<file path="config.mk">
export PLATFORM = sky130hd
export DESIGN_NAME = sawtooth_oneshot_pulse_pwm
export DESIGN_NICKNAME = d
export VERILOG_FILES = /design/src/hw/oneshot_pwm_pkg.sv /design/src/hw/sawtooth_counter.sv /design/src/hw/pwm_output_stage.sv /design/src/hw/sawtooth_oneshot_pulse_pwm.sv
export SDC_FILE = /design/constraint.sdc
export NUM_CORES = 1
export LEC_CHECK = 0
export BUFFER_PORTS_ARGS = -buffer_cell sky130_fd_sc_hd__buf_2
export CAP_MARGIN = 30
export CORE_MARGIN = 2
export CORE_UTILIZATION = 51
export CTS_CLUSTER_DIAMETER = 100
export DETAILED_ROUTE_END_ITERATION = 10
export GPL_TIMING_DRIVEN = 0
export PLACE_DENSITY = 0.73
export SETUP_SLACK_MARGIN = 0.02
export SKIP_CTS_REPAIR_TIMING = 1
export SLEW_MARGIN = 10
export SYNTH_ARGS = -nofsm -noshare
export SYNTH_HDL_FRONTEND = slang
export SYNTH_SLANG_ARGS = --single-unit
</file>
<file path="constraint.sdc">
create_clock -name clock -period 5.95 [get_ports clock]
set_input_delay 0.2975 -clock clock [delete_from_list [all_inputs] [get_ports clock]]
set_output_delay 0.2975 -clock clock [all_outputs]
set_load 0.02 [all_outputs]
</file>
<file path="src/hw/oneshot_pwm_pkg.sv">
// Shared constants and helpers for the sawtooth one-shot pulse channel
package oneshot_pwm_pkg;

    // Count clock and carrier timing
    localparam int unsigned CLOCK_PERIOD_NS   = 50;
    localparam int unsigned CARRIER_PERIOD_NS = 1_000_000;
    localparam int unsigned CARRIER_CYCLES    = CARRIER_PERIOD_NS / CLOCK_PERIOD_NS;
    localparam int unsigned PERIOD_RESET      = CARRIER_CYCLES - 1;

    // Counter width and reset values
    localparam int unsigned COUNT_WIDTH  = 32;
    localparam logic [31:0] COUNT_INIT   = 32'h0000_0000;
    localparam logic [31:0] COMPARE_INIT = 32'h0000_0000;

    // Force-duty field codes
    typedef enum logic [1:0] {
        force_off_t  = 2'h0,
        force_off2_t = 2'h1,
        force_low_t  = 2'h2,
        force_high_t = 2'h3
    } force_duty_t;
    localparam logic [1:0] FORCE_DUTY_RESET = 2'h0;

    // Cycle-end output function field (bits [3:2] of the io function)
    localparam int unsigned END_FN_LSB = 2;
    localparam int unsigned END_FN_MSB = 3;
    localparam logic [1:0] END_RETAIN = 2'h0;
    localparam logic [1:0] END_LOW    = 2'h1;
    localparam logic [1:0] END_HIGH   = 2'h2;
    localparam logic [1:0] END_TOGGLE = 2'h3;

    // Initial pin levels at count start
    localparam logic OUT_A_INIT = 1'b0;
    localparam logic OUT_B_INIT = 1'b1;

    // Level after the cycle-end function is applied
    function automatic logic cycle_end_level(input logic [1:0] fn, input logic level);
        unique case (fn)
            END_RETAIN: cycle_end_level = level;
            END_LOW:    cycle_end_level = 1'b0;
            END_HIGH:   cycle_end_level = 1'b1;
            END_TOGGLE: cycle_end_level = ~level;
        endcase
    endfunction

    // True when the force-duty code holds the pin
    function automatic logic is_forced(input logic [1:0] code);
        is_forced = code[1];
    endfunction

endpackage : oneshot_pwm_pkg

</file>
<file path="src/hw/sawtooth_counter.sv">
// Up-counting sawtooth counter with overflow at the period value
`timescale 1ns/100ps
`default_nettype none
module sawtooth_counter
    import oneshot_pwm_pkg::*;
#(
    parameter int unsigned CW = COUNT_WIDTH
) (
    input  wire logic          clock,     // Count clock
    input  wire logic          rst_n,     // Sync reset, active low
    input  wire logic          start,     // Count-start pulse
    input  wire logic          stop,      // Count-stop pulse
    input  wire logic [CW-1:0] period,    // Period value
    output logic               running,   // Counter active
    output logic [CW-1:0]      count,     // Current count
    output logic               overflow   // Count at or above period while running this cycle
);
    logic          running_q;
    logic [CW-1:0] count_q;

    // Run flag; stop wins so a stuck start cannot defeat it
    always_ff @(posedge clock) begin
        if (!rst_n) begin
            running_q <= 1'b0;
        end else if (stop) begin
            running_q <= 1'b0;
        end else if (start) begin
            running_q <= 1'b1;
        end
    end

    // Count from zero up to period, then wrap
    always_ff @(posedge clock) begin
        if (!rst_n) begin
            count_q <= CW'(COUNT_INIT);
        end else if (start && !running_q) begin
            count_q <= CW'(COUNT_INIT);
        end else if (running_q) begin
            if (count_q >= period) begin
                count_q <= CW'(COUNT_INIT);
            end else begin
                count_q <= count_q + CW'(1);
            end
        end
    end

    assign running  = running_q;
    assign count    = count_q;
    assign overflow = running_q && (count_q >= period);

endmodule // sawtooth_counter
`default_nettype wire

</file>
<file path="src/hw/pwm_output_stage.sv">
// One pin: toggle on match, cycle-end function, forced duty with release
`timescale 1ns/100ps
`default_nettype none
module pwm_output_stage
    import oneshot_pwm_pkg::*;
#(
    parameter logic INIT_LEVEL = 1'b0
) (
    input  wire logic       clock,       // Count clock
    input  wire logic       rst_n,       // Sync reset, active low
    input  wire logic       start,       // Count start, loads initial level
    input  wire logic       overflow,    // Cycle end
    input  wire logic       match,       // Compare match
    input  wire logic [1:0] force_duty,  // Requested force-duty code
    input  wire logic       release_sel, // Release from masked match value
    input  wire logic [1:0] end_fn,      // Cycle-end output function
    input  wire logic       pin_enable,  // Pin assigned to the timer
    output logic            pin          // Registered pin level
);
    logic [1:0] active_q;  // Force code in effect this cycle
    logic       cmp_q;     // Compare-driven level, runs on while forced
    logic       pin_q;
    logic       forced_now;
    logic       level;

    assign forced_now = is_forced(active_q);
    assign level = !forced_now ? cmp_q : active_q[0];

    // Force code takes effect only at a period boundary or at count start
    always_ff @(posedge clock) begin
        if (!rst_n) begin
            active_q <= FORCE_DUTY_RESET;
        end else if (overflow || start) begin
            active_q <= force_duty;
        end
    end

    // Match beats cycle end; tracking continues under forcing
    always_ff @(posedge clock) begin
        if (!rst_n) begin
            cmp_q <= INIT_LEVEL;
        end else if (start) begin
            cmp_q <= INIT_LEVEL;
        end else if (match) begin
            cmp_q <= ~cmp_q;
        end else if (overflow && forced_now && !is_forced(force_duty) && !release_sel) begin
            cmp_q <= cycle_end_level(end_fn, active_q[0]);
        end else if (overflow) begin
            cmp_q <= cycle_end_level(end_fn, cmp_q);
        end
    end

    // Pin shows the level once routed to the timer
    always_ff @(posedge clock) begin
        if (!rst_n) begin
            pin_q <= 1'b0;
        end else begin
            pin_q <= pin_enable ? level : 1'b0;
        end
    end

    assign pin = pin_q;

endmodule // pwm_output_stage
`default_nettype wire

</file>
<file path="src/hw/sawtooth_oneshot_pulse_pwm.sv">
// Timer channel in sawtooth one-shot pulse mode with auto dead time
`timescale 1ns/100ps
`default_nettype none
module sawtooth_oneshot_pulse_pwm
    import oneshot_pwm_pkg::*;
#(
    parameter int unsigned CW           = COUNT_WIDTH,
    parameter int unsigned PERIOD_INIT  = PERIOD_RESET
) (
    input  wire logic          clock,                // 20 MHz count clock
    input  wire logic          rst_n,                // Sync reset, active low
    input  wire logic          count_start,          // Software count start pulse
    input  wire logic          count_stop,           // Software count stop pulse
    input  wire logic          forced_transfer,      // Forced buffer transfer pulse
    input  wire logic          period_wr,            // Period write strobe
    input  wire logic [CW-1:0] period_wdata,         // Period write data
    input  wire logic          buffer_c_wr,          // Buffer C write strobe
    input  wire logic [CW-1:0] buffer_c_wdata,       // Buffer C write data
    input  wire logic          buffer_d_wr,          // Buffer D write strobe
    input  wire logic [CW-1:0] buffer_d_wdata,       // Buffer D write data
    input  wire logic          compare_b_wr,         // Direct compare B write
    input  wire logic [CW-1:0] compare_b_wdata,      // Compare B write data
    input  wire logic          dead_time_enable,     // Automatic dead time on
    input  wire logic [CW-1:0] dead_time_up_value,   // Dead time before first edge
    input  wire logic [CW-1:0] dead_time_down_value, // Dead time after second edge
    input  wire logic [1:0]    out_a_force_duty,     // Force-duty code, output A
    input  wire logic [1:0]    out_b_force_duty,     // Force-duty code, output B
    input  wire logic          out_a_release_select, // Release source, output A
    input  wire logic          out_b_release_select, // Release source, output B
    input  wire logic [3:0]    out_a_io_function,    // Io function, output A
    input  wire logic [3:0]    out_b_io_function,    // Io function, output B
    input  wire logic          pin_mode_select_a,    // Pin A given to timer
    input  wire logic          pin_mode_select_b,    // Pin B given to timer
    output logic               pwm_output_a,         // PWM pin A
    output logic               pwm_output_b,         // PWM pin B
    output logic               overflow_interrupt,   // Overflow pulse
    output logic               compare_a_event,      // Compare A match pulse
    output logic               compare_b_event,      // Compare B match pulse
    output logic               counting,             // Counter running
    output logic [CW-1:0]      channel_counter,      // Count, one cycle late
    output logic [CW-1:0]      compare_a,            // Compare A value
    output logic [CW-1:0]      compare_b             // Compare B value
);
    import oneshot_pwm_pkg::*;

    // Dead-time adjusted compare B value; wraps at the full counter width, not at the period
    function automatic logic [CW-1:0] dead_edge(input logic [CW-1:0] base,
                                                input logic [CW-1:0] dt,
                                                input logic          after);
        dead_edge = after ? base + dt : base - dt;
    endfunction

    // Software-visible registers
    logic [CW-1:0] period_q;
    logic [CW-1:0] buffer_c_q;
    logic [CW-1:0] buffer_d_q;
    logic [CW-1:0] temp_a_q;
    logic [CW-1:0] compare_a_q;
    logic [CW-1:0] compare_b_q;

    // Registered views
    logic          ovf_irq_q;
    logic          cmp_a_evt_q;
    logic          cmp_b_evt_q;
    logic          counting_q;
    logic [CW-1:0] count_view_q;

    // Counter interface
    logic          running;
    logic [CW-1:0] count;
    logic          overflow;
    logic          start_event;

    // Match decode
    logic          match_a;
    logic          match_b;
    logic          load_from_buffers;
    logic          load_from_temp;

    assign start_event = count_start && !running;

    sawtooth_counter #(
        .CW       (CW)
    ) u_counter (
        .clock    (clock),
        .rst_n    (rst_n),
        .start    (count_start),
        .stop     (count_stop),
        .period   (period_q),
        .running  (running),
        .count    (count),
        .overflow (overflow)
    );

    // Matches are only meaningful while counting
    assign match_a = running && (count == compare_a_q);
    assign match_b = running && (count == compare_b_q);

    // Overflow or forced transfer reloads from the buffers
    assign load_from_buffers = overflow || forced_transfer;
    // Second edge reload; an overflow in the same cycle starts a new period
    assign load_from_temp = match_a && !load_from_buffers;

    // Period register; the software keeps it above the compare values
    always_ff @(posedge clock) begin
        if (!rst_n) begin
            period_q <= CW'(PERIOD_INIT);
        end else if (period_wr) begin
            period_q <= period_wdata;
        end
    end

    // Buffer C and D hold the next period's edges
    always_ff @(posedge clock) begin
        if (!rst_n) begin
            buffer_c_q <= CW'(COMPARE_INIT);
        end else if (buffer_c_wr) begin
            buffer_c_q <= buffer_c_wdata;
        end
    end

    always_ff @(posedge clock) begin
        if (!rst_n) begin
            buffer_d_q <= CW'(COMPARE_INIT);
        end else if (buffer_d_wr) begin
            buffer_d_q <= buffer_d_wdata;
        end
    end

    // Temporary A keeps the second edge until match A calls for it
    always_ff @(posedge clock) begin
        if (!rst_n) begin
            temp_a_q <= CW'(COMPARE_INIT);
        end else if (load_from_buffers) begin
            temp_a_q <= buffer_d_q;
        end
    end

    // Compare A: first edge from C, second edge from temporary A
    always_ff @(posedge clock) begin
        if (!rst_n) begin
            compare_a_q <= CW'(COMPARE_INIT);
        end else if (load_from_buffers) begin
            compare_a_q <= buffer_c_q;
        end else if (load_from_temp) begin
            compare_a_q <= temp_a_q;
        end
    end

    // Compare B follows compare A with dead time, else software writes it.
    // B leads the first edge and trails the second, widening its low phase.
    always_ff @(posedge clock) begin
        if (!rst_n) begin
            compare_b_q <= CW'(COMPARE_INIT);
        end else if (dead_time_enable) begin
            if (load_from_buffers) begin
                compare_b_q <= dead_edge(buffer_c_q, dead_time_up_value, 1'b0);
            end else if (load_from_temp) begin
                compare_b_q <= dead_edge(temp_a_q, dead_time_down_value, 1'b1);
            end
        end else if (compare_b_wr) begin
            compare_b_q <= compare_b_wdata;
        end
    end

    // Output A: low at start, toggling on match A
    pwm_output_stage #(
        .INIT_LEVEL  (OUT_A_INIT)
    ) u_out_a (
        .clock       (clock),
        .rst_n       (rst_n),
        .start       (start_event),
        .overflow    (overflow),
        .match       (match_a),
        .force_duty  (out_a_force_duty),
        .release_sel (out_a_release_select),
        .end_fn      (out_a_io_function[END_FN_MSB:END_FN_LSB]),
        .pin_enable  (pin_mode_select_a),
        .pin         (pwm_output_a)
    );

    // Output B: high at start, toggling on match B
    pwm_output_stage #(
        .INIT_LEVEL  (OUT_B_INIT)
    ) u_out_b (
        .clock       (clock),
        .rst_n       (rst_n),
        .start       (start_event),
        .overflow    (overflow),
        .match       (match_b),
        .force_duty  (out_b_force_duty),
        .release_sel (out_b_release_select),
        .end_fn      (out_b_io_function[END_FN_MSB:END_FN_LSB]),
        .pin_enable  (pin_mode_select_b),
        .pin         (pwm_output_b)
    );

    // Overflow interrupt, one cycle per wrap
    always_ff @(posedge clock) begin
        if (!rst_n) begin
            ovf_irq_q <= 1'b0;
        end else begin
            ovf_irq_q <= overflow;
        end
    end

    // Compare events keep firing under forced duty
    always_ff @(posedge clock) begin
        if (!rst_n) begin
            cmp_a_evt_q <= 1'b0;
            cmp_b_evt_q <= 1'b0;
        end else begin
            cmp_a_evt_q <= match_a;
            cmp_b_evt_q <= match_b;
        end
    end

    // Status views, registered so every output is a flop
    always_ff @(posedge clock) begin
        if (!rst_n) begin
            counting_q   <= 1'b0;
            count_view_q <= CW'(COUNT_INIT);
        end else begin
            counting_q   <= running;
            count_view_q <= count;
        end
    end

    assign overflow_interrupt = ovf_irq_q;
    assign compare_a_event    = cmp_a_evt_q;
    assign compare_b_event    = cmp_b_evt_q;
    assign counting           = counting_q;
    assign channel_counter    = count_view_q;
    assign compare_a          = compare_a_q;
    assign compare_b          = compare_b_q;

endmodule // sawtooth_oneshot_pulse_pwm
`default_nettype wire

</file>
# Yosys cells after proc, flatten, opt, wreduce, memory -nomap -nowiden

Cells that the tools add are included.

Flip-flop bits (word level): 269
Bits of input ports: 218
Output and inout bits: 102
Logic and storage cells: 90

Add/sub/neg operators: 3
Order comparisons: 1
Eq/ne operators: 11
Mux-type cells: 19
Bitwise operators: 5
Reduce and logical (&&, ||, !) cells: 32

Operators by type and width:

| operator                                                                 | count |
|---|---|
| 32-bit 2-to-1 mux                                                        | 7 |
| 32-bit equality test                                                     | 2 |
| 32-bit by 1-bit adder with 32-bit output (second input constant)         | 1 |
| 32-bit adder                                                             | 1 |
| 32-bit >= comparator                                                     | 1 |
| 32-bit subtractor                                                        | 1 |
| 1-bit logical AND                                                        | 11 |
| 2-bit AND reduction                                                      | 5 |
| 2-bit equality test (second input constant)                              | 4 |
| 1-bit 2-to-1 mux                                                         | 8 |
| 1-bit one-hot mux with 4 select lines                                    | 2 |
| 1-bit logical NOT                                                        | 6 |
| 3-bit by 2-bit inequality test with 1-bit output (second input constant) | 2 |
| 1-bit one-hot mux with 3 select lines                                    | 2 |
| 3-bit nonzero test                                                       | 2 |
| 1-bit NOT                                                                | 5 |
| 2-bit by 1-bit equality test with 1-bit output (second input constant)   | 2 |
| 2-bit logical NOT                                                        | 2 |
| 2-bit nonzero test                                                       | 2 |
| 2-bit OR reduction                                                       | 2 |
| 3-bit by 1-bit inequality test with 1-bit output (second input constant) | 1 |
| 1-bit logical OR                                                         | 2 |

# Logic depth before layout (Yosys ltp)

Gate-level depths: netlist of the first run.

Depth after elaboration: 8
Depth in mapped cells: 14
Gate-level depth less buffers: 12

# By module

A second synthesis of the first run with hierarchy kept.

Cells, all modules: 1,905
Area total of the unflattened synthesis: 15,703.8 um^2

By module, submodules not included:

| module                      | instances | cells each | area each (um^2) | seq. area each (um^2) |
|---|---|---|---|---|
| sawtooth_oneshot_pulse_pwm  | 1         | 1,542      | 12,754.7         | 4,564.4 |
| sawtooth_counter            | 1         | 314        | 2,498.6          | 660.6 |
| pwm_output_stage at u_out_a | 1         | 24         | 235.2            | 80.1 |
| pwm_output_stage at u_out_b | 1         | 25         | 215.2            | 80.1 |

# Worst setup path after synthesis of the first run

Ideal clock, no wire load.

Path type: flip-flop to flip-flop
Start: register u_counter.count_q[0], in the netlist u_counter.count[0]
End: register compare_b_q[24], in the netlist compare_b[24]
Library setup time: 0.120 ns
Data arrival time: 2.871 ns
Required time: 5.830 ns
Slack: 2.959 ns
Cell stages (with the launch flop): 14
Path buffers: 2
Period minus slack after synthesis: 2.991 ns
Path through: dfxtp_1 buf_2 inv_1 ha_1 nand2b_1 a2111o_1 a31oi_1 o211ai_1 a2111o_1 and2_1 buf_4 o21ai_0 nor3_1 a211o_1

Cells in the longest elaborated chain, start to end: 7
Elaborated cells between the ends (all ways): 11
Those cells by class: order compare: 1; eq/ne: 2; mux: 2; reduce/logical: 6

RTL lines:

| element                                                           | line                              | RTL |
|---|---|---|
| start, declared                                                   | sawtooth_counter.sv:19            | `logic [CW-1:0] count_q;` |
| start signal, assigned                                            | sawtooth_counter.sv:35            | `count_q <= CW'(COUNT_INIT);` |
| start signal, assigned                                            | sawtooth_counter.sv:37            | `count_q <= CW'(COUNT_INIT);` |
| start signal, assigned                                            | sawtooth_counter.sv:40            | `count_q <= CW'(COUNT_INIT);` |
| 32-bit >= comparator                                              | sawtooth_counter.sv:49            | `assign overflow = running_q && (count_q >= period);` |
| 1-bit logical AND                                                 | sawtooth_counter.sv:49            |  |
| 1-bit logical OR                                                  | sawtooth_oneshot_pulse_pwm.sv:100 | `assign load_from_buffers = overflow \|\| forced_transfer;` |
| 1-bit logical NOT                                                 | sawtooth_oneshot_pulse_pwm.sv:102 | `assign load_from_temp = match_a && !load_from_buffers;` |
| 1-bit logical AND                                                 | sawtooth_oneshot_pulse_pwm.sv:102 |  |
| 3-bit by 1-bit inequality test with 1-bit output (no source line) | --                                |  |
| 2-bit AND reduction (no source line)                              | --                                |  |
| end signal, assigned                                              | sawtooth_oneshot_pulse_pwm.sv:154 | `compare_b_q <= CW'(COMPARE_INIT);` |
| end signal, assigned                                              | sawtooth_oneshot_pulse_pwm.sv:157 | `compare_b_q <= dead_edge(buffer_c_q, dead_time_up_value, 1'b0);` |
| end signal, assigned                                              | sawtooth_oneshot_pulse_pwm.sv:159 | `compare_b_q <= dead_edge(temp_a_q, dead_time_down_value, 1'b1);` |
| end, declared                                                     | sawtooth_oneshot_pulse_pwm.sv:59  | `logic [CW-1:0] compare_b_q;` |

Parallel ways exist; a longest one is shown, timed or not.
A chain may end at the register's enable or synchronous reset.

# Worst setup path after layout of the first run

Start: register u_counter.count_q[0], in the netlist u_counter.count[0]
End: register compare_a_q[4], in the netlist compare_a[4]

Cells in the longest elaborated chain, start to end: 6
Elaborated cells between the ends (all ways): 9
Those cells by class: order compare: 1; eq/ne: 1; mux: 1; reduce/logical: 6

RTL lines:

| element                             | line                              | RTL |
|---|---|---|
| 32-bit >= comparator                | sawtooth_counter.sv:49            |  |
| 1-bit logical AND                   | sawtooth_counter.sv:49            |  |
| 1-bit logical OR                    | sawtooth_oneshot_pulse_pwm.sv:100 |  |
| 1-bit logical NOT                   | sawtooth_oneshot_pulse_pwm.sv:102 |  |
| 1-bit logical AND                   | sawtooth_oneshot_pulse_pwm.sv:102 |  |
| 2-bit nonzero test (no source line) | --                                |  |
| end signal, assigned                | sawtooth_oneshot_pulse_pwm.sv:142 | `compare_a_q <= CW'(COMPARE_INIT);` |
| end signal, assigned                | sawtooth_oneshot_pulse_pwm.sv:144 | `compare_a_q <= buffer_c_q;` |
| end signal, assigned                | sawtooth_oneshot_pulse_pwm.sv:146 | `compare_a_q <= temp_a_q;` |
| end, declared                       | sawtooth_oneshot_pulse_pwm.sv:58  | `logic [CW-1:0] compare_a_q;` |

Parallel ways exist; a longest one is shown, timed or not.

==> flow_summary.json, run 1 <==
{
  "pwr-share-comb_pct": 18.2,
  "yosys_warnings": 0,
  "dp_hpwl_um": 42000,
  "cts_buffer_depth": 3,
  "cp-end-kind": "register",
  "synth_ff_type": "dfxtp_1",
  "cts-root-buf": "clkbuf_16",
  "worstMarginPinSlew_ns": 0.899,
  "cts.reportedPaths.clkPinSlew_ns": 0.07,
  "grt_pass1_wl_um": 78200,
  "io_pins": 320,
  "num-nets-final": 2501,
  "max_freq_mhz": 225,
  "path_delay_family": "compound AO/OA/AOI/OAI gates",
  "status": "finished, violations left",
  "irDropWorstVdd_v": 0.000224,
  "cts_made_buffers": 30,
  "period_needed_ns": 4.45,
  "cpMaxStageDelayCell": "buf_1",
  "wl_um": 52700,
  "register_area_um2": 5390,
  "worst_r2r_path_depth": 12,
  "area_growth_pct": 24.1,
  "p_total_mw": 4.69,
  "syn-num-nets": 2098,
  "p_leak_nw": 8.85,
  "drive_gt1_share_pct": 17.8,
  "coreArea_um2": 28900,
  "drc": 0,
  "async_flop_share_pct": 0,
  "final.setup.tns_ns": 0,
  "antenna_found_initial": 2,
  "yosysSeqAreaShare_pct": 35.8,
  "first_iter_violations": 1242,
  "clock_power_share_pct": 39.7,
  "multi_input_area_um2": 8930,
  "hold_ws_ns": -0.0406,
  "ant_nets": 0,
  "r2r_slack_ns": 1.50,
  "die_y_um": 176,
  "skew_ns": 0.0255,
  "wl_per_cell_um": 20.3,
  "p_sw_mw": 1.40,
  "power_frac_seq_pct": 42.1,
  "slew_violations": 0,
  "cp.required_ns": 6.35,
  "io_buffers": 311,
  "whs_path_depth": 3,
  "violations": "hold timing",
  "synth_cell_types": 74,
  "postSynthCellCount": 1783,
  "p_per_area_nw_per_um2": 251,
  "postLayoutCoreUtil_pct": 64.7,
  "initial_core_util_pct": 52.1,
  "arrival_ns": 4.85,
  "globalplace.congestion": 1.00,
  "intPower_mw": 3.29,
  "cts_tree": "yes",
  "hold_path_class": "input port to register",
  "rsz0062_at_grt": "no",
  "first_pass_iters": 6,
  "crit_buf_inv": 4,
  "r2r-start": "u_counter.count[0]$_SDFFE_PP0P_",
  "swShare_pct": 29.9,
  "hold_violations": 38,
  "num_vias": 14600,
  "critical_path_class": "register to register",
  "fillers": 2511,
  "path_cells": "buf_2, inv_1, ha_1, nand2b_1, a2111o_1, a31oi_1, o211ai_1, a21o_1, a21oi_1, clkbuf_1, buf_1, a211oi_1",
  "start_kind": "register",
  "dieArea_um2": 30900,
  "slowest_delay_ns": 0.73,
  "slew_headroom_pct": 40.1,
  "overflow": 0,
  "clk_latency_ns": 0.58,
  "grt_use_total_pct": 32.8,
  "finalCritPeriodShare_pct": 74.8,
  "synth-edff-count": 0,
  "synth-seq-cells": 269,
  "synth_area_um2": 15000,
  "syn_avg_cell_area_um2": 8.44,
  "die_w_um": 176,
  "setup_viol": 0,
  "cts_htree_levels": 1,
  "grt_pass1_vias": 13800,
  "cp_max_fo": 10,
  "cts_sinks": 269,
  "rr_endpoint": "compare_a[4]$_SDFFE_PN0P_",
  "hold_path_startpoint": "buffer_c_wdata[28]",
  "grt_max_degree": 16,
  "num_rows": 62,
  "cap_violations": 0,
  "holdPathEnd": "buffer_c_q[28]$_SDFFE_PN0P_",
  "vias_per_cell": 5.63
}
[cells in the mapped netlist (32+ instances only)]
cell / n / area share, %
dfxtp_1: 269 / 36
nor2_1: 231 / 5.8
nand2_1: 153 / 3.8
mux2i_1: 133 / 8.8
a21oi_1: 111 / 3.7
ha_1: 95 / 7.9
inv_1: 87 / 2.2
clkbuf_1: 74 / 1.8
xor2_1: 73 / 4.2
xnor2_1: 68 / 4.0
o21ai_0: 60 / 2.0
a211oi_1: 51 / 2.5
a21o_1: 38 / 1.9
and2_1: 36 / 1.5
nand3_1: 32 / 1.1
[worst max-delay path by stage]
stage                                    startpoint                    endpoint  slack, ns  depth (start not counted)
floorplan           u_counter.count[0]$_SDFFE_PP0P_  compare_b[24]$_SDFFE_PN0P_       2.96                         13
global placement    u_counter.count[0]$_SDFFE_PP0P_  compare_a[28]$_SDFFE_PN0P_       1.70                         12
detailed placement  u_counter.count[0]$_SDFFE_PP0P_   compare_a[4]$_SDFFE_PN0P_       1.60                         12
CTS                 u_counter.count[0]$_SDFFE_PP0P_   compare_a[4]$_SDFFE_PN0P_       1.56                         12
global route        u_counter.count[0]$_SDFFE_PP0P_   compare_a[2]$_SDFFE_PN0P_       1.33                         12
finish              u_counter.count[0]$_SDFFE_PP0P_   compare_a[4]$_SDFFE_PN0P_       1.50                         12
[state kept, by name, summed over array words and instances (netlist names)]
name / count
buffer_c_q: 32
buffer_d_q: 32
channel_counter: 32
compare_a: 32
compare_a_event: 1
compare_b: 32
compare_b_event: 1
counting: 1
overflow_interrupt: 1
period_q: 32
temp_a_q: 32
u_counter.count: 32
u_counter.running: 1
u_out_a.active_q: 2
u_out_a.cmp_q: 1
u_out_a.pin: 1
u_out_b.active_q: 2
u_out_b.cmp_q: 1
u_out_b.pin: 1
[cells by family (layout without fill, tap and decap cells)]
| family | Yosys count | in the layout | share of synthesized area (%) |
|---|---|---|---|
| simple gates | 566 | 566 | 17.0 |
| compound gates | 387 | 387 | 17.1 |
| flops | 269 | 269 | 35.8 |
| buf+inv | 189 | 615 | 4.84 |
| xor+xnor | 141 | 141 | 8.21 |
| mux | 134 | 134 | 8.92 |
| fa+ha+maj | 97 | 97 | 8.17 |
| other cells | 0 | 2 | 0 |
[power groups by stage]
stage          sequential, mW  combinational (mW)  clock, mW
2_1_floorplan            2.02               0.473          0
3_3_place_gp             2.01               0.794          0
3_5_place_dp             2.01               0.804          0
4_1_cts                  1.97               0.810       1.87
5_1_grt                  1.98               0.922       1.95
6_report                 1.98               0.853       1.86
[cell usage in the layout, fill, tap and decap left out, types with 21 or more instances in the layout]
cell / count
nand4_1: 21
a211oi_1: 51
o21ai_0: 60
clkbuf_16: 30
inv_1: 87
ha_1: 95
xor2_1: 73
dlygate4sd3_1: 58
and2_1: 36
mux2i_1: 133
nand3_1: 32
a21oi_1: 111
xnor2_1: 68
a21o_1: 38
buf_2: 323
nand2_1: 153
dfxtp_1: 269
nor2_1: 231
clkbuf_1: 75
o211ai_1: 21
[per-stage QoR]
| stage | cell area [um^2] | instances | hold slack [ns] | setup WS (ns) |
|---|---|---|---|---|
| after floorplan | 15000 | 1783 | 0.374 | 2.96 |
| after global placement | 17100 | 2478 | 0.447 | 1.70 |
| after detailed placement | 17100 | 2478 | 0.447 | 1.60 |
| after CTS | 18100 | 2533 | -0.117 | 1.56 |
| after global routing | 18700 | 2595 | 0.000220 | 1.33 |
| final | 18700 | 2595 | -0.0406 | 1.50 |
[layer usage]
| layer | vias to the layer above | track usage [%] | wire, um |
|---|---|---|---|
| met1 | 6792 | 42.9 | 21800 |
| met3 | 136 | 5.06 | 4310 |
| met5 | - | 0 | 0 |
| li1 | 7042 | - | - |
| met2 | 650 | 54.0 | 24100 |
| met4 | 0 | 13.9 | 2500 |
[final cells by class]
type                            instances  area share [%]
Sequential cell                       269            28.8
Multi-Input combinational cell       1325            47.8
Timing Repair Buffer                  371            11.5
Clock buffer                           34            4.26
Inverter                               88            1.77
Clock inverter                         21            1.05
Antenna cell                            2          0.0268
Tap cell                              384            2.57
Buffer                                101            2.13
[worst min-delay path, delay by kind of cell]
family / cells / cell delay (ns)
buffers and inverters: 1 / 0.07
and+or+nand+nor: 1 / 0.07
muxes: 1 / 0.05
Note: power is estimated with default switching activity, not from simulation.
==> run 2: changes to the inputs <==
- CORE_UTILIZATION: 51 -> 50
- PLACE_DENSITY: 0.73 -> 0.75
- clock period: 5.95 -> 3.9 ns (I/O delays scaled with it)
==> flow_summary.json, run 2 (synthesized netlist as in run 1, its figures left out) <==
{
  "hold_violations": 1,
  "coreArea_um2": 29600,
  "io_buffers": 311,
  "grt_max_degree": 16,
  "wl_per_cell_um": 20.7,
  "num_rows": 63,
  "layout_common_cells": "buf_2 (323), dfxtp_1 (269), nor2_1 (231), nand2_1 (153), mux2i_1 (133)",
  "dp_hpwl_um": 42100,
  "cp.required_ns": 4.37,
  "drc": 0,
  "grt_pass1_vias": 13800,
  "finalCritPeriodShare_pct": 96.1,
  "instances_no_fill": 2651,
  "io_pins": 320,
  "die_y_um": 177,
  "arrival_ns": 4.22,
  "hold_ws_ns": -0.00283,
  "cap_violations": 0,
  "status": "finished, violations left",
  "wl_um": 54800,
  "initial_core_util_pct": 50.8,
  "vias_per_cell": 5.66,
  "final_area_um2": 19200,
  "post_dp_cell_area_um2": 17100,
  "worstMarginPinSlew_ns": 1.01,
  "max_freq_mhz": 267,
  "irDropWorstVdd_v": 0.000337,
  "rsz0062_at_grt": "no",
  "start_kind": "register",
  "cts_made_buffers": 30,
  "critical_path_class": "register to register",
  "multi_input_area_um2": 8940,
  "p_total_mw": 7.31,
  "route.met3.wl_um": 4030,
  "post-place-ws_ns": -0.337,
  "area_growth_pct": 27.8,
  "cp_max_fo": 7,
  "slew_headroom_pct": 32.6,
  "drive_gt1_share_pct": 17.4,
  "period_needed_ns": 3.75,
  "grt_use_total_pct": 32.0,
  "cts_buffer_depth": 3,
  "slew_violations": 0,
  "num_vias": 15000,
  "cp-end-kind": "register",
  "setup_viol": 0,
  "final.setup.tns_ns": 0,
  "dieArea_um2": 31500,
  "die_w_um": 177,
  "hold_path_class": "input port to register",
  "postLayoutCoreUtil_pct": 64.9,
  "register_area_um2": 5390,
  "cts.reportedPaths.clkPinSlew_ns": 0.07,
  "cts_tree": "yes",
  "highest_layer": "met4",
  "first_iter_violations": 1079,
  "violations": "hold timing",
  "grt_pass1_wl_um": 77000,
  "num-nets-final": 2551,
  "p_per_area_nw_per_um2": 380,
  "globalplace.congestion": 0.955,
  "antenna_found_initial": 2,
  "routed-wl-met2_um": 25500,
  "clk_latency_ns": 0.57,
  "p_leak_nw": 9.08,
  "ant_nets": 0,
  "cts_htree_levels": 1,
  "first_pass_iters": 5,
  "skew_ns": 0.0142,
  "overflow": 0,
  "dpl.cell_count": 2484,
  "wl_met1_um": 22600,
  "cts-root-buf": "clkbuf_16",
  "cts_sinks": 269,
  "final_common_cell": "buf_2",
  "fillers": 2530,
  "setup_ws_ns": 0.152
}
==> run 2: cell count changes in the layout (fill, tap and decap cells not counted), sizes merged <==
cell	before	now
clkbuf	109	115
clkinv	13	9
clkinvlp	4	3
inv	90	88
dlygate4sd3	58	109
buf	339	338
bufinv	2	3
==> run 2: power by group <==
group / switching [mW] / internal [mW]
clock network: 1.22 / 1.72
registers: 0.140 / 2.88
logic: 0.789 / 0.566
==> run 2: area by class of cell <==
type / instances / area share (%)
Buffer: 101 / 2.09
Tap cell: 390 / 2.54
Multi-Input combinational cell: 1325 / 46.5
Antenna cell: 2 / 0.0260
Timing Repair Buffer: 421 / 13.8
Clock inverter: 15 / 0.976
Sequential cell: 269 / 28.0
Clock buffer: 40 / 4.36
Inverter: 88 / 1.72
==> run 2: path summary, 6_finish.rpt <==
path / startpoint / endpoint / slack [ns] / cells past startpoint
worst max-delay path: u_counter.count[24]$_SDFFE_PP0P_ / compare_b[29]$_SDFFE_PN0P_ / 0.15 / 11
worst min-delay path: compare_b_wdata[13] / compare_b[13]$_SDFFE_PN0P_ / -0.003 / 3
worst max register to register: u_counter.count[24]$_SDFFE_PP0P_ / compare_b[29]$_SDFFE_PN0P_ / 0.15 / 11
worst min register to register: buffer_d_q[30]$_SDFFE_PN0P_ / temp_a_q[30]$_SDFFE_PN0P_ / 0.46 / 2
==> run 2: per-layer routing <==
metal | track usage [%] | vias to the layer above
met2 | 53.1 | 687
met3 | 3.94 | 140
met4 | 14.1 | 0
met1 | 41.8 | 7030
li1 | - | 7137
met5 | 0 | -
==> run 2: critical path: stages (launching register included) <==
cell	delay (ns)
dfxtp_1	0.33
clkbuf_1	0.34
xor2_1	0.11
nor4_1	0.81
nand3_1	0.25
or3_1	0.35
clkbuf_1	0.15
a41oi_2	0.23
nand2_1	0.15
nor2_1	0.43
o221ai_1	0.20
a211oi_1	0.30
==> run 3: changes to the inputs <==
- CORE_UTILIZATION: 50 -> 30
- PLACE_DENSITY: 0.75 -> 0.49
- SETUP_SLACK_MARGIN: 0.02 -> 0.5
==> flow_summary.json, run 3 (synthesized netlist as in run 1, its figures left out) <==
{
  "path_cells": "ha_1, and3_1, a31o_2, o21ai_0, a21oi_1, a311o_1, o2111a_1, o211a_1, or4b_1, nand3_1",
  "grt_max_degree": 14,
  "slew_headroom_pct": 37.4,
  "rsz0062_at_grt": "no",
  "clock_power_share_pct": 42.0,
  "hold_violations": 3,
  "slowest_delay_ns": 0.52,
  "setup_viol": 0,
  "layout_common_cells": "buf_2 (320), dfxtp_1 (267), nor2_1 (231), nand2_1 (152), mux2i_1 (132)",
  "cts-root-buf": "clkbuf_16",
  "worstMarginPinSlew_ns": 0.939,
  "num-nets-final": 2563,
  "cp_max_fo": 5,
  "worst_r2r_path_depth": 10,
  "final.setup.tns_ns": 0,
  "crit_buf_inv": 0,
  "cts_htree_levels": 2,
  "arrival_ns": 3.82,
  "area_growth_pct": 32.5,
  "cts_buffer_depth": 3,
  "cp.required_ns": 4.39,
  "crit_path_end": "compare_b[31]$_SDFFE_PN0P_",
  "cts_sinks": 269,
  "cp.depth": 10,
  "cts_tree": "yes",
  "hold_ws_ns": -0.0275,
  "wl_um": 61800,
  "cpMaxStageDelayCell": "or4b_1",
  "globalplace.congestion": 0.897,
  "io_buffers": 311,
  "rr_endpoint": "compare_b[31]$_SDFFE_PN0P_",
  "r2r-start": "buffer_c_q[15]$_SDFFE_PN0P_",
  "first_iter_violations": 878,
  "num_rows": 82,
  "irDropWorstVdd_v": 0.000239,
  "drc": 0,
  "critical_path_class": "register to register",
  "start_kind": "register",
  "cts.reportedPaths.clkPinSlew_ns": 0.06,
  "max_freq_mhz": 300,
  "pwr-share-comb_pct": 18.5,
  "vias_per_cell": 4.92,
  "drive_gt1_share_pct": 19.6,
  "finalCritPeriodShare_pct": 85.5,
  "cap_violations": 0,
  "power_frac_seq_pct": 39.5,
  "swShare_pct": 30.3,
  "wl_per_cell_um": 21.0,
  "clk_latency_ns": 0.56,
  "grt_pass1_vias": 13900,
  "overflow": 0,
  "critical_path.startpoint": "buffer_c_q[15]$_SDFFE_PN0P_",
  "status": "finished, violations left",
  "cts_made_buffers": 34,
  "hold_path_class": "input port to register",
  "first_pass_iters": 5,
  "p_leak_nw": 9.25,
  "p_sw_mw": 2.32,
  "dp_hpwl_um": 49800,
  "post-place-ws_ns": -0.538,
  "cp-end-kind": "register",
  "r2r_slack_ns": 0.57,
  "period_needed_ns": 3.33,
  "path_delay_family": "compound AO/OA/AOI/OAI gates",
  "setup_ws_ns": 0.567,
  "ant_nets": 0,
  "die_w_um": 228,
  "skew_ns": 0.0272,
  "io_pins": 320,
  "antenna_found_initial": 7,
  "violations": "hold timing",
  "num_vias": 14500,
  "die_y_um": 228,
  "grt_use_total_pct": 22.8,
  "p_per_area_nw_per_um2": 383,
  "slew_violations": 0,
  "coreArea_um2": 49900,
  "initial_core_util_pct": 30.2,
  "dieArea_um2": 52000,
  "intPower_mw": 5.31,
  "grt_pass1_wl_um": 88200,
  "final_common_cell": "buf_2"
}
[run 3: cell count changes in the layout (fill, tap and decap cells not counted), sizes merged, moves of 2 or more]
cell,change
clkinvlp,+4
clkinv,+2
clkbuf,+3
dlygate4sd3,-2
buf,+8
[run 3: worst min-delay path, delay by kind of cell]
kind	cells	cell delay (ns)
buffers and inverters	1	0.12
AO/OA/AOI/OAI	1	0.09
AND/OR/NAND/NOR	1	0.08
[run 3: worst min path at each step]
| stage | slack, ns | depth (start not counted) | from | endpoint |
|---|---|---|---|---|
| 6_report | -0.03 | 3 | compare_b_wdata[8] | compare_b[8]$_SDFFE_PN0P_ |
| 5_1_grt | 0.008 | 3 | compare_b_wdata[11] | compare_b[11]$_SDFFE_PN0P_ |
| 4_1_cts | -0.20 | 2 | count_stop | u_counter.running$_SDFFE_PP0P_ |
| 3_5_place_dp | 0.40 | 2 | count_stop | u_counter.running$_SDFFE_PP0P_ |
| 3_3_place_gp | 0.40 | 2 | count_stop | u_counter.running$_SDFFE_PP0P_ |
| 2_1_floorplan | 0.27 | 1 | count_stop | u_counter.running$_SDFFE_PP0P_ |
[run 3: power groups by stage]
stage | Combinational (mW) | Clock [mW] | Sequential [mW]
2_1_floorplan | 0.721 | 0 | 3.08
3_3_place_gp | 1.27 | 0 | 3.07
3_5_place_dp | 1.28 | 0 | 3.07
4_1_cts | 1.29 | 3.28 | 3.01
5_1_grt | 1.52 | 3.37 | 3.03
6_report | 1.41 | 3.20 | 3.02
[run 3: per-stage QoR]
stage,area [um^2],instances,utilization (%),power [mW],hold slack [ns]
2_1_floorplan,15000,1783,-,3.80,0.272
3_3_place_gp,17400,2766,35.0,4.34,0.402
3_5_place_dp,17500,2767,35.0,4.35,0.395
4_1_cts,18600,2829,37.3,7.58,-0.205
5_1_grt,19900,2949,40.0,7.93,0.00766
6_report,19900,2949,40.0,7.63,-0.0275
[run 3: routing by layer]
metal / share of wire [%] / GRT usage [%]
met5: 0.078 / 0
met4: 4.8 / 11.2
met3: 4.8 / 3.51
met2: 46 / 37.3
met1: 45 / 29.2
[run 3: area by class of cell]
type / count / area, um^2
clock buffer: 41 / 927
clock inverter: 21 / 199
timing repair buffer: 429 / 2740
multi-input combinational: 1325 / 9050
fill: 5169 / 29900
antenna: 3 / 7.51
buffer: 101 / 462
tap: 672 / 841
sequential: 269 / 5390
inverter: 88 / 330
